$ cat src/rtl/gpcg_defines.vh
// Offsets, field positions, reset values and mode codes for port clock gating.
// Assumes a 12-bit byte address on an APB slave with 32-bit data.
`ifndef GPCG_DEFINES_VH
`define GPCG_DEFINES_VH

`define GPCG_ADDR_W 12
`define GPCG_NPORTS 8

`define GPCG_OFF_RUN_GATE 12'h108
`define GPCG_OFF_SLEEP_GATE 12'h118
`define GPCG_OFF_DEEP_GATE 12'h128
`define GPCG_OFF_RUN_CFG 12'h060
`define GPCG_OFF_STATUS 12'h130
`define GPCG_OFF_FAULT_CNT 12'h134

`define GPCG_GATE_RESET 8'h00
`define GPCG_REG_RESET 32'h00000000
`define GPCG_ACG_BIT 0

`define GPCG_PORT_A 0
`define GPCG_PORT_B 1
`define GPCG_PORT_C 2
`define GPCG_PORT_D 3
`define GPCG_PORT_E 4
`define GPCG_PORT_F 5
`define GPCG_PORT_G 6
`define GPCG_PORT_H 7

`define GPCG_STAT_EN_LSB 0
`define GPCG_STAT_MODE_LSB 8
`define GPCG_STAT_FAULT_LSB 16
`define GPCG_FCNT_IDX_LSB 8

`define GPCG_MODE_RUN 2'h0
`define GPCG_MODE_SLEEP 2'h1
`define GPCG_MODE_DEEP 2'h2

`define GPCG_FCNT_MAX 8'hff

`endif

$ cat src/rtl/gpcg_fault_check.v
// Per-port access check against the applied clock enables.
// Assumes port_req is a one-cycle strobe from bus decode on pclk.
`timescale 1ns/10ps
`include "gpcg_defines.vh"

module gpcg_fault_check (
  input wire pclk,
  input wire presetn,
  input wire [7:0] port_req,
  input wire [7:0] clk_en,
  output wire [7:0] port_grant,
  output reg fault_pulse_reg,
  output reg [7:0] fault_ports_reg
);

  wire [7:0] miss;

  genvar g;
  generate
    for (g = 0; g < `GPCG_NPORTS; g = g + 1) begin : gen_port
      // Clocked port completes normally
      assign port_grant[g] = port_req[g] & clk_en[g];
      // Unclocked port faults
      assign miss[g] = port_req[g] & ~clk_en[g];
    end
  endgenerate

  always @(posedge pclk or negedge presetn) begin
    if (!presetn) begin
      fault_pulse_reg <= 1'b0;
      fault_ports_reg <= 8'h00;
    end else begin
      fault_pulse_reg <= |miss;
      fault_ports_reg <= miss;
    end
  end

endmodule

$ cat src/rtl/gpcg_top.v
// Port clock gating control with APB register access.
// Assumes power mode requests and port strobes come from logic on pclk.
`timescale 1ns/10ps
`include "gpcg_defines.vh"

module gpcg_top (
  input wire pclk,
  input wire presetn,
  input wire psel,
  input wire penable,
  input wire pwrite,
  input wire [11:0] paddr,
  input wire [31:0] pwdata,
  output wire [31:0] prdata,
  output wire pready,
  output wire pslverr,
  input wire sleep_req,
  input wire deepsleep_req,
  input wire [7:0] port_req,
  output wire [7:0] port_clk_en,
  output wire [7:0] port_grant,
  output wire port_fault
);

  // Gating registers
  reg [7:0] run_gate_reg;
  reg [7:0] run_gate_next;
  reg [7:0] sleep_gate_reg;
  reg [7:0] sleep_gate_next;
  reg [7:0] deep_gate_reg;
  reg [7:0] deep_gate_next;
  reg acg_reg;
  reg acg_next;

  // Applied state
  reg [1:0] mode_reg;
  reg [1:0] mode_next;
  reg [7:0] clk_en_reg;
  reg [7:0] clk_en_next;

  // Fault bookkeeping
  reg [7:0] fault_seen_reg;
  wire [7:0] fault_seen_next;
  wire [7:0] seen_clr;
  reg [7:0] fault_cnt_reg;
  reg [7:0] fault_cnt_next;
  reg [2:0] last_port_reg;
  reg [2:0] last_port_next;

  // Read data
  reg [31:0] prdata_reg;
  reg [31:0] prdata_next;
  reg [31:0] rd_data;

  wire fault_pulse;
  wire [7:0] fault_ports;

  // Bus phases
  wire setup_phase;
  wire access_phase;
  wire wr_en;
  wire rd_setup;

  // Address decode
  wire hit_run;
  wire hit_sleep;
  wire hit_deep;
  wire hit_cfg;
  wire hit_stat;
  wire hit_fcnt;
  wire addr_hit;

  // Write strobes
  wire wr_run;
  wire wr_sleep;
  wire wr_deep;
  wire wr_cfg;
  wire wr_stat;
  wire wr_fcnt;

  reg [2:0] first_idx;
  integer i;

  assign setup_phase = psel & ~penable;
  assign access_phase = psel & penable;
  assign rd_setup = setup_phase & ~pwrite;
  assign wr_en = access_phase & pwrite & pready;

  assign hit_run = (paddr == `GPCG_OFF_RUN_GATE);
  assign hit_sleep = (paddr == `GPCG_OFF_SLEEP_GATE);
  assign hit_deep = (paddr == `GPCG_OFF_DEEP_GATE);
  assign hit_cfg = (paddr == `GPCG_OFF_RUN_CFG);
  assign hit_stat = (paddr == `GPCG_OFF_STATUS);
  assign hit_fcnt = (paddr == `GPCG_OFF_FAULT_CNT);
  assign addr_hit = hit_run | hit_sleep | hit_deep | hit_cfg | hit_stat | hit_fcnt;

  assign wr_run = wr_en & hit_run;
  assign wr_sleep = wr_en & hit_sleep;
  assign wr_deep = wr_en & hit_deep;
  assign wr_cfg = wr_en & hit_cfg;
  assign wr_stat = wr_en & hit_stat;
  assign wr_fcnt = wr_en & hit_fcnt;

  // Zero wait state slave
  assign pready = 1'b1;
  // Unmapped address answers with an error
  assign pslverr = access_phase & ~addr_hit;
  assign prdata = prdata_reg;

  // Port bus check
  gpcg_fault_check u_fault (
    .pclk(pclk),
    .presetn(presetn),
    .port_req(port_req),
    .clk_en(clk_en_reg),
    .port_grant(port_grant),
    .fault_pulse_reg(fault_pulse),
    .fault_ports_reg(fault_ports)
  );

  assign port_fault = fault_pulse;
  assign port_clk_en = clk_en_reg;

  // Gating register writes
  always @* begin
    run_gate_next = run_gate_reg;
    sleep_gate_next = sleep_gate_reg;
    deep_gate_next = deep_gate_reg;
    acg_next = acg_reg;
    if (wr_run) begin
      // Bits 7..0 map ports H..A, upper bits dropped
      run_gate_next = pwdata[7:0];
    end
    if (wr_sleep) begin
      sleep_gate_next = pwdata[7:0];
    end
    if (wr_deep) begin
      deep_gate_next = pwdata[7:0];
    end
    if (wr_cfg) begin
      acg_next = pwdata[`GPCG_ACG_BIT];
    end
  end

  always @(posedge pclk or negedge presetn) begin
    if (!presetn) begin
      run_gate_reg <= `GPCG_GATE_RESET;
      sleep_gate_reg <= `GPCG_GATE_RESET;
      deep_gate_reg <= `GPCG_GATE_RESET;
      acg_reg <= 1'b0;
    end else begin
      run_gate_reg <= run_gate_next;
      sleep_gate_reg <= sleep_gate_next;
      deep_gate_reg <= deep_gate_next;
      acg_reg <= acg_next;
    end
  end

  // Power mode states
  localparam ST_RUN = `GPCG_MODE_RUN;
  localparam ST_SLEEP = `GPCG_MODE_SLEEP;
  localparam ST_DEEP = `GPCG_MODE_DEEP;

  // Power mode tracking, deep sleep has priority
  always @* begin
    mode_next = mode_reg;
    case (mode_reg)
      ST_RUN: begin
        if (deepsleep_req) begin
          mode_next = ST_DEEP;
        end else if (sleep_req) begin
          mode_next = ST_SLEEP;
        end
      end
      ST_SLEEP: begin
        if (deepsleep_req) begin
          mode_next = ST_DEEP;
        end else if (!sleep_req) begin
          mode_next = ST_RUN;
        end
      end
      ST_DEEP: begin
        if (!deepsleep_req) begin
          if (sleep_req) begin
            mode_next = ST_SLEEP;
          end else begin
            mode_next = ST_RUN;
          end
        end
      end
      default: begin
        mode_next = ST_RUN;
      end
    endcase
  end

  // Select the gating set for the current mode
  always @* begin
    case (mode_reg)
      ST_RUN: begin
        clk_en_next = run_gate_reg;
      end
      ST_SLEEP: begin
        // Without auto gating the run set stays in force
        if (acg_reg) begin
          clk_en_next = sleep_gate_reg;
        end else begin
          clk_en_next = run_gate_reg;
        end
      end
      ST_DEEP: begin
        if (acg_reg) begin
          clk_en_next = deep_gate_reg;
        end else begin
          clk_en_next = run_gate_reg;
        end
      end
      default: begin
        clk_en_next = run_gate_reg;
      end
    endcase
  end

  always @(posedge pclk or negedge presetn) begin
    if (!presetn) begin
      mode_reg <= ST_RUN;
      clk_en_reg <= `GPCG_GATE_RESET;
    end else begin
      mode_reg <= mode_next;
      clk_en_reg <= clk_en_next;
    end
  end

  // Lowest faulting port index
  always @* begin
    first_idx = 3'h0;
    for (i = `GPCG_NPORTS - 1; i >= 0; i = i - 1) begin
      if (fault_ports[i]) begin
        first_idx = i[2:0];
      end
    end
  end

  // Sticky fault flag per port, a new fault wins over its clear
  genvar p;
  generate
    for (p = 0; p < `GPCG_NPORTS; p = p + 1) begin : gen_seen
      assign seen_clr[p] = wr_stat & pwdata[`GPCG_STAT_FAULT_LSB + p];
      assign fault_seen_next[p] = fault_ports[p] | (fault_seen_reg[p] & ~seen_clr[p]);
    end
  endgenerate

  // Fault count and last port, a new fault wins over a clear
  always @* begin
    fault_cnt_next = fault_cnt_reg;
    last_port_next = last_port_reg;
    if (wr_fcnt) begin
      fault_cnt_next = 8'h00;
    end
    if (fault_pulse) begin
      last_port_next = first_idx;
      if (fault_cnt_next != `GPCG_FCNT_MAX) begin
        fault_cnt_next = fault_cnt_next + 8'h01;
      end
    end
  end

  always @(posedge pclk or negedge presetn) begin
    if (!presetn) begin
      fault_seen_reg <= 8'h00;
      fault_cnt_reg <= 8'h00;
      last_port_reg <= 3'h0;
    end else begin
      fault_seen_reg <= fault_seen_next;
      fault_cnt_reg <= fault_cnt_next;
      last_port_reg <= last_port_next;
    end
  end

  // Read mux, reserved bits read zero
  always @* begin
    rd_data = `GPCG_REG_RESET;
    if (hit_run) begin
      rd_data[7:0] = run_gate_reg;
    end
    if (hit_sleep) begin
      rd_data[7:0] = sleep_gate_reg;
    end
    if (hit_deep) begin
      rd_data[7:0] = deep_gate_reg;
    end
    if (hit_cfg) begin
      rd_data[`GPCG_ACG_BIT] = acg_reg;
    end
    if (hit_stat) begin
      rd_data[`GPCG_STAT_EN_LSB +: 8] = clk_en_reg;
      rd_data[`GPCG_STAT_MODE_LSB +: 2] = mode_reg;
      rd_data[`GPCG_STAT_FAULT_LSB +: 8] = fault_seen_reg;
    end
    if (hit_fcnt) begin
      rd_data[7:0] = fault_cnt_reg;
      rd_data[`GPCG_FCNT_IDX_LSB +: 3] = last_port_reg;
    end
  end

  // Read data captured in the setup cycle
  always @* begin
    prdata_next = prdata_reg;
    if (rd_setup) begin
      prdata_next = rd_data;
    end
  end

  always @(posedge pclk or negedge presetn) begin
    if (!presetn) begin
      prdata_reg <= `GPCG_REG_RESET;
    end else begin
      prdata_reg <= prdata_next;
    end
  end

endmodule

$ cat config.mk
export PLATFORM = sky130hd
export DESIGN_NAME = gpcg_top
export DESIGN_NICKNAME = d
export VERILOG_FILES = /design/src/rtl/gpcg_fault_check.v /design/src/rtl/gpcg_top.v
export VERILOG_INCLUDE_DIRS = /design/src /design/src/rtl
export SDC_FILE = /design/constraint.sdc
export NUM_CORES = 1
export LEC_CHECK = 0
export ABC_AREA = 0
export BUFFER_PORTS_ARGS = -buffer_cell sky130_fd_sc_hd__clkbuf_2
export CAP_MARGIN = 20
export CORE_ASPECT_RATIO = 1.4
export CORE_UTILIZATION = 53
export CTS_CLUSTER_SIZE = 30
export DETAILED_ROUTE_END_ITERATION = 10
export PLACE_DENSITY = 0.85
export SLEW_MARGIN = 20
export SYNTH_ARGS = -nofsm -noshare
export SYNTH_HDL_FRONTEND = slang
export SYNTH_SLANG_ARGS = --single-unit
$ cat constraint.sdc
create_clock -name pclk -period 1.9 [get_ports pclk]
set_clock_uncertainty 0.1 [all_clocks]
set_input_delay 0.19 -clock pclk [delete_from_list [all_inputs] [get_ports pclk]]
set_output_delay 0.19 -clock pclk [all_outputs]
set_load 0.01 [all_outputs]
# Yosys cells after proc, flatten, opt, wreduce, memory -nomap -nowiden
# Index checks and enable logic that the tools add are counted.
totals:
  regBits: 82
  elab_cells: 131
  inputBits: 59
  output_inout_bits: 51
op_classes:
  reduce_logical: 3
  add_sub_neg: 1
  n_eq_ne: 12
  bitwise_logic: 75
  muxes: 28
op_table:
  columns: ["operator", "n"]
  rows:
  - ["$mux W8", 9]
  - ["$eq A12 B9 Y1 const B", 5]
  - ["$and A1 B1 Y1", 43]
  - ["$mux W3", 8]
  - ["$not A1 Y1", 19]
  - ["$pmux W8 S2", 1]
  - ["$or A1 B1 Y1", 13]
  - ["$eq A12 B7 Y1 const B", 1]
  - ["$mux W11", 1]
  - ["$mux W10", 1]
  - ["$mux W2", 5]
  - ["$add A8 B1 Y8 const B", 1]
  - ["$ne A8 B8 Y1 const B", 1]
  - ["$reduce_or A8 Y1", 1]
  - ["$ne A3 B3 Y1 const B", 2]
  - ["$pmux W2 S3", 1]
  - ["$reduce_and A3 Y1", 1]
  - ["$eq A2 B1 Y1 const B", 1]
  - ["$eq A2 B2 Y1 const B", 1]
  - ["$logic_not A2 Y1", 1]
  - ["$mux W1", 2]
  - ["$ne A2 B2 Y1 const B", 1]

# Depth between registers and ports, before layout
logic_depth:
  ltp_word: 8
  ltp_mapped: 7
  mapped_depth_nobuf: 7

# Cells and area by module
# Synthesis repeated with hierarchy kept, for this count alone.
unflattened:
  cells_unflattened: 398
  area_unflattened_um2: 4051.4
by_module_without_submodules:
  columns: ["mod", "cells_per_inst", "area_per_inst_um2", "instances"]
  rows:
  - ["gpcg_top", 370, 3663.5, 1]
  - ["gpcg_fault_check", 28, 387.9, 1]

# Worst setup path before layout
# OpenSTA, ideal clock, no wires.
synth_timing:
  kind: "input port to flip-flop"
  startpoint: "input paddr[2]"
  endpoint: "register sleep_gate_reg[0]"
  path_slack_ns: -0.283
  n_path_buf: 2
  arrival_ns: 1.958
  path_stages: 7
  setup_ns: 0.125
  path_cell_list: "buf_6 or4b_4 buf_6 nor2_8 nand2_4 nor4b_4 mux2_2"
synth_between:
  elab_chain_cells: 2
synth_lines:
  columns: ["item", "line_no", "source"]
  rows:
  - ["from (decl)", "gpcg_top.v:12", "input wire [11:0] paddr,"]
  - ["$eq A12 B9 Y1 (no line)", null, null]
  - ["$and A1 B1 Y1", "gpcg_top.v:98", "assign wr_sleep = wr_en & hit_sleep;"]
  - ["to (signal assigned)", "gpcg_top.v:148", "sleep_gate_reg <= `GPCG_GATE_RESET;"]
  - ["to (signal assigned)", "gpcg_top.v:153", "sleep_gate_reg <= sleep_gate_next;"]
  - ["to (decl)", "gpcg_top.v:28", "reg [7:0] sleep_gate_reg;"]
# Every way passes these cells.
# A chain may end at the register's enable or synchronous reset.

# Final worst setup path
layout_timing:
  startpoint: "input paddr[0]"
  endpoint: "register sleep_gate_reg[2]"
# Same word-level chain as after synthesis.

==> flow_summary.json <==
{
  "path_clk_slew_ns": 0.09,
  "final_util_pct": 69.2,
  "crit_slowest_cell": "or4b_4",
  "dr.pass1.iters": 7,
  "yosysTopAreaCell": "dfrtp_1",
  "drive_above_1_share_pct": 32.9,
  "start_util_pct": 54.3,
  "min_from": "port_req[4]",
  "synth_edf_count": 0,
  "synth_top_area_share_pct": 49.0,
  "cts_tree": "built",
  "fillers": 575,
  "clock.fmax_mhz": 540,
  "cts-root-buf": "clkbuf_8",
  "cp-start-kind": "input port",
  "synth_cell_types": 51,
  "layout.nets": 590,
  "grt-ovfl-total": 0,
  "status": "completed",
  "ios": 110,
  "clock-sinks": 82,
  "finalSetupViolCount": 0,
  "arrival_ns": 2.01,
  "wire_per_inst_um": 16.4,
  "syn_inst": 403,
  "layout_common_cells": "dfrtp_1, clkbuf_2, nand2_1",
  "avgSynthCellArea_um2": 10.4,
  "area_growth_pct": 27.3,
  "clock_latency_ns": 0.37,
  "synth_area_leaders": "dfrtp_1, mux2_2, nand2_1",
  "drt_iter0_drc": 223,
  "synth_seq_cells": 82,
  "cts_buffers": 9,
  "grt_max_degree": 65,
  "die-area_um2": 8260,
  "drt_wl_total_um": 10400,
  "path_common_cell": "buf_4",
  "worstPathRequired_ns": 2.06,
  "crit_fanout": 8,
  "synth-main-ff-cell": "dfrtp_1",
  "rows": 38,
  "slowest_delay_ns": 0.58,
  "ys_warn_count": 0,
  "largest_reg_flops": 19,
  "hpwl_um": 7820,
  "finalSetupTns_ns": 0,
  "grt_pass1_vias": 3609,
  "leakagePower_uw": 0.00246,
  "io_buffer_count": 79,
  "async_flop_share_pct": 100,
  "maxCapViolCount": 0,
  "netlist_area_um2": 4180,
  "vdd_drop_max_v": 0.000657,
  "mostFrequentLayoutCell": "dfrtp_1",
  "cp_top_family": "simple AND/OR/NAND/NOR gates",
  "chipHeight_um": 107,
  "grt_pass1_wl_um": 16900,
  "die-width_um": 77.1,
  "ant_nets": 0,
  "crit_path_start": "paddr[0]",
  "drc_errors": 0,
  "hold_viol": 0,
  "antenna_found_initial": 0,
  "antennaDiodeCount": 0,
  "power.density_nw_per_um2": 696,
  "ctsLongestPathBuffers": 2,
  "r2r_start": "mode_reg[0]",
  "period_share_pct": 97.4,
  "htree_levels": 3,
  "via_count": 3547,
  "core_um2": 7700,
  "grt.total_usage_pct": 26.8,
  "crit_type": "input port to register",
  "critPathBufInv": 3,
  "hp-class": "input port to register",
  "vias_per_cell": 5.61,
  "ys_seq_area_share_pct": 49.0,
  "gp_congestion": 0.905,
  "period_needed_ns": 1.85,
  "end_kind": "register",
  "path_cells": "clkbuf_2, or4b_4, nor2_8, buf_4, nand2_4, nor4b_4, buf_4, mux2_2",
  "slew_viol_final": 0
}
per-layer routing:
| metal | share of wire [%] | track usage, % | wire length [um] | up-vias |
|---|---|---|---|---|
| met5 | 0 | 0 | 0 | - |
| met4 | 5.0 | 15.4 | 524 | 0 |
| met3 | 3.7 | 5.11 | 382 | 36 |
| met2 | 51 | 46.8 | 5340 | 116 |
| met1 | 40 | 30.7 | 4130 | 1727 |
| li1 | - | - | - | 1668 |
power breakdown:
| part | internal [uW] | switching (uW) |
|---|---|---|
| Combinational | 262 | 375 |
| Clock | 507 | 713 |
| Sequential | 1800 | 50.6 |
synthesized netlist by cell type (all sizes together), types with 3 or more instances:
master	number
a21oi	11
and2	10
o221a	6
a22oi	9
buf	18
mux2	25
nor3	13
nand2	41
mux2i	5
a211oi	7
nand2b	5
a31oi	5
clkbuf	15
o21ai	28
nor2b	8
nand3	12
or3	3
dfrtp	82
nor4	6
nand3b	13
nor2	24
ha	4
a22o	10
a21o	8
inv	10
stage by stage:
step	cell area [um^2]	instances	total power [uW]	hold slack, ns	worst slack [ns]
after CTS	5310	632	3710	0.0115	0.0139
after detailed placement	4900	594	2480	-0.0155	-0.207
final	5330	632	3710	0.0254	0.0491
after global routing	5330	632	3870	0.00429	-0.0196
after floorplan	4300	415	2220	-0.206	-0.282
after global placement	4900	594	2440	-0.0228	-0.174
what timing repair did:
| action | CTS | global route |
|---|---|---|
| hold buffers | 22 | 0 |
| endpoints found under the setup margin | 0 | 1 |
| resized for setup | 0 | 5 |
| hold endpoints to repair | 117 | 0 |
| setup buffers | 0 | 1 |
worst reg2reg max path: cells and delay by family (launching register included):
family,cells,cell delay (ns)
flip-flops,1,0.42
AO/OA/AOI/OAI,2,0.22
adder cells (fa/ha/maj),1,0.45
buffers and inverters,2,0.30
AND/OR/NAND/NOR,2,0.14
final timing paths:
check                                        endpoint  slack [ns]  depth (start not counted)
max                                 sleep_gate_reg[2]        0.05                          8
min                        u_fault.fault_ports_reg[4]        0.03                          2
max reg2reg                            port_clk_en[6]        0.18                          7
min reg2reg                         fault_seen_reg[2]        0.39                          1
max in group asynchronous           sleep_gate_reg[3]        0.96                          3
min in group asynchronous            fault_cnt_reg[4]        0.14                          2
kinds of logic (layout without fill, tap and decap cells):
kind of cell	Yosys count	count (layout)	share of synthesized area [%]
muxes	30	30	7.92
and+or+nand+nor	148	148	20.8
DFF	82	82	49.0
adders and majority gates	4	4	1.20
buffers and inverters	43	160	5.56
other	2	14	0.179
AOI/OAI and AO/OA	94	94	15.3
area by class of cell:
| cell class | count | area, um^2 | area share (%) |
|---|---|---|---|
| clock inverter | 7 | 62.6 | 1.17 |
| clock buffer | 9 | 124 | 2.33 |
| sequential | 82 | 2050 | 38.5 |
| tap | 100 | 125 | 2.35 |
| timing repair buffer | 134 | 903 | 17.0 |
| inverter | 10 | 37.5 | 0.705 |
| multi-input combinational | 290 | 2020 | 38.0 |
(Power assumes the default switching activity.)
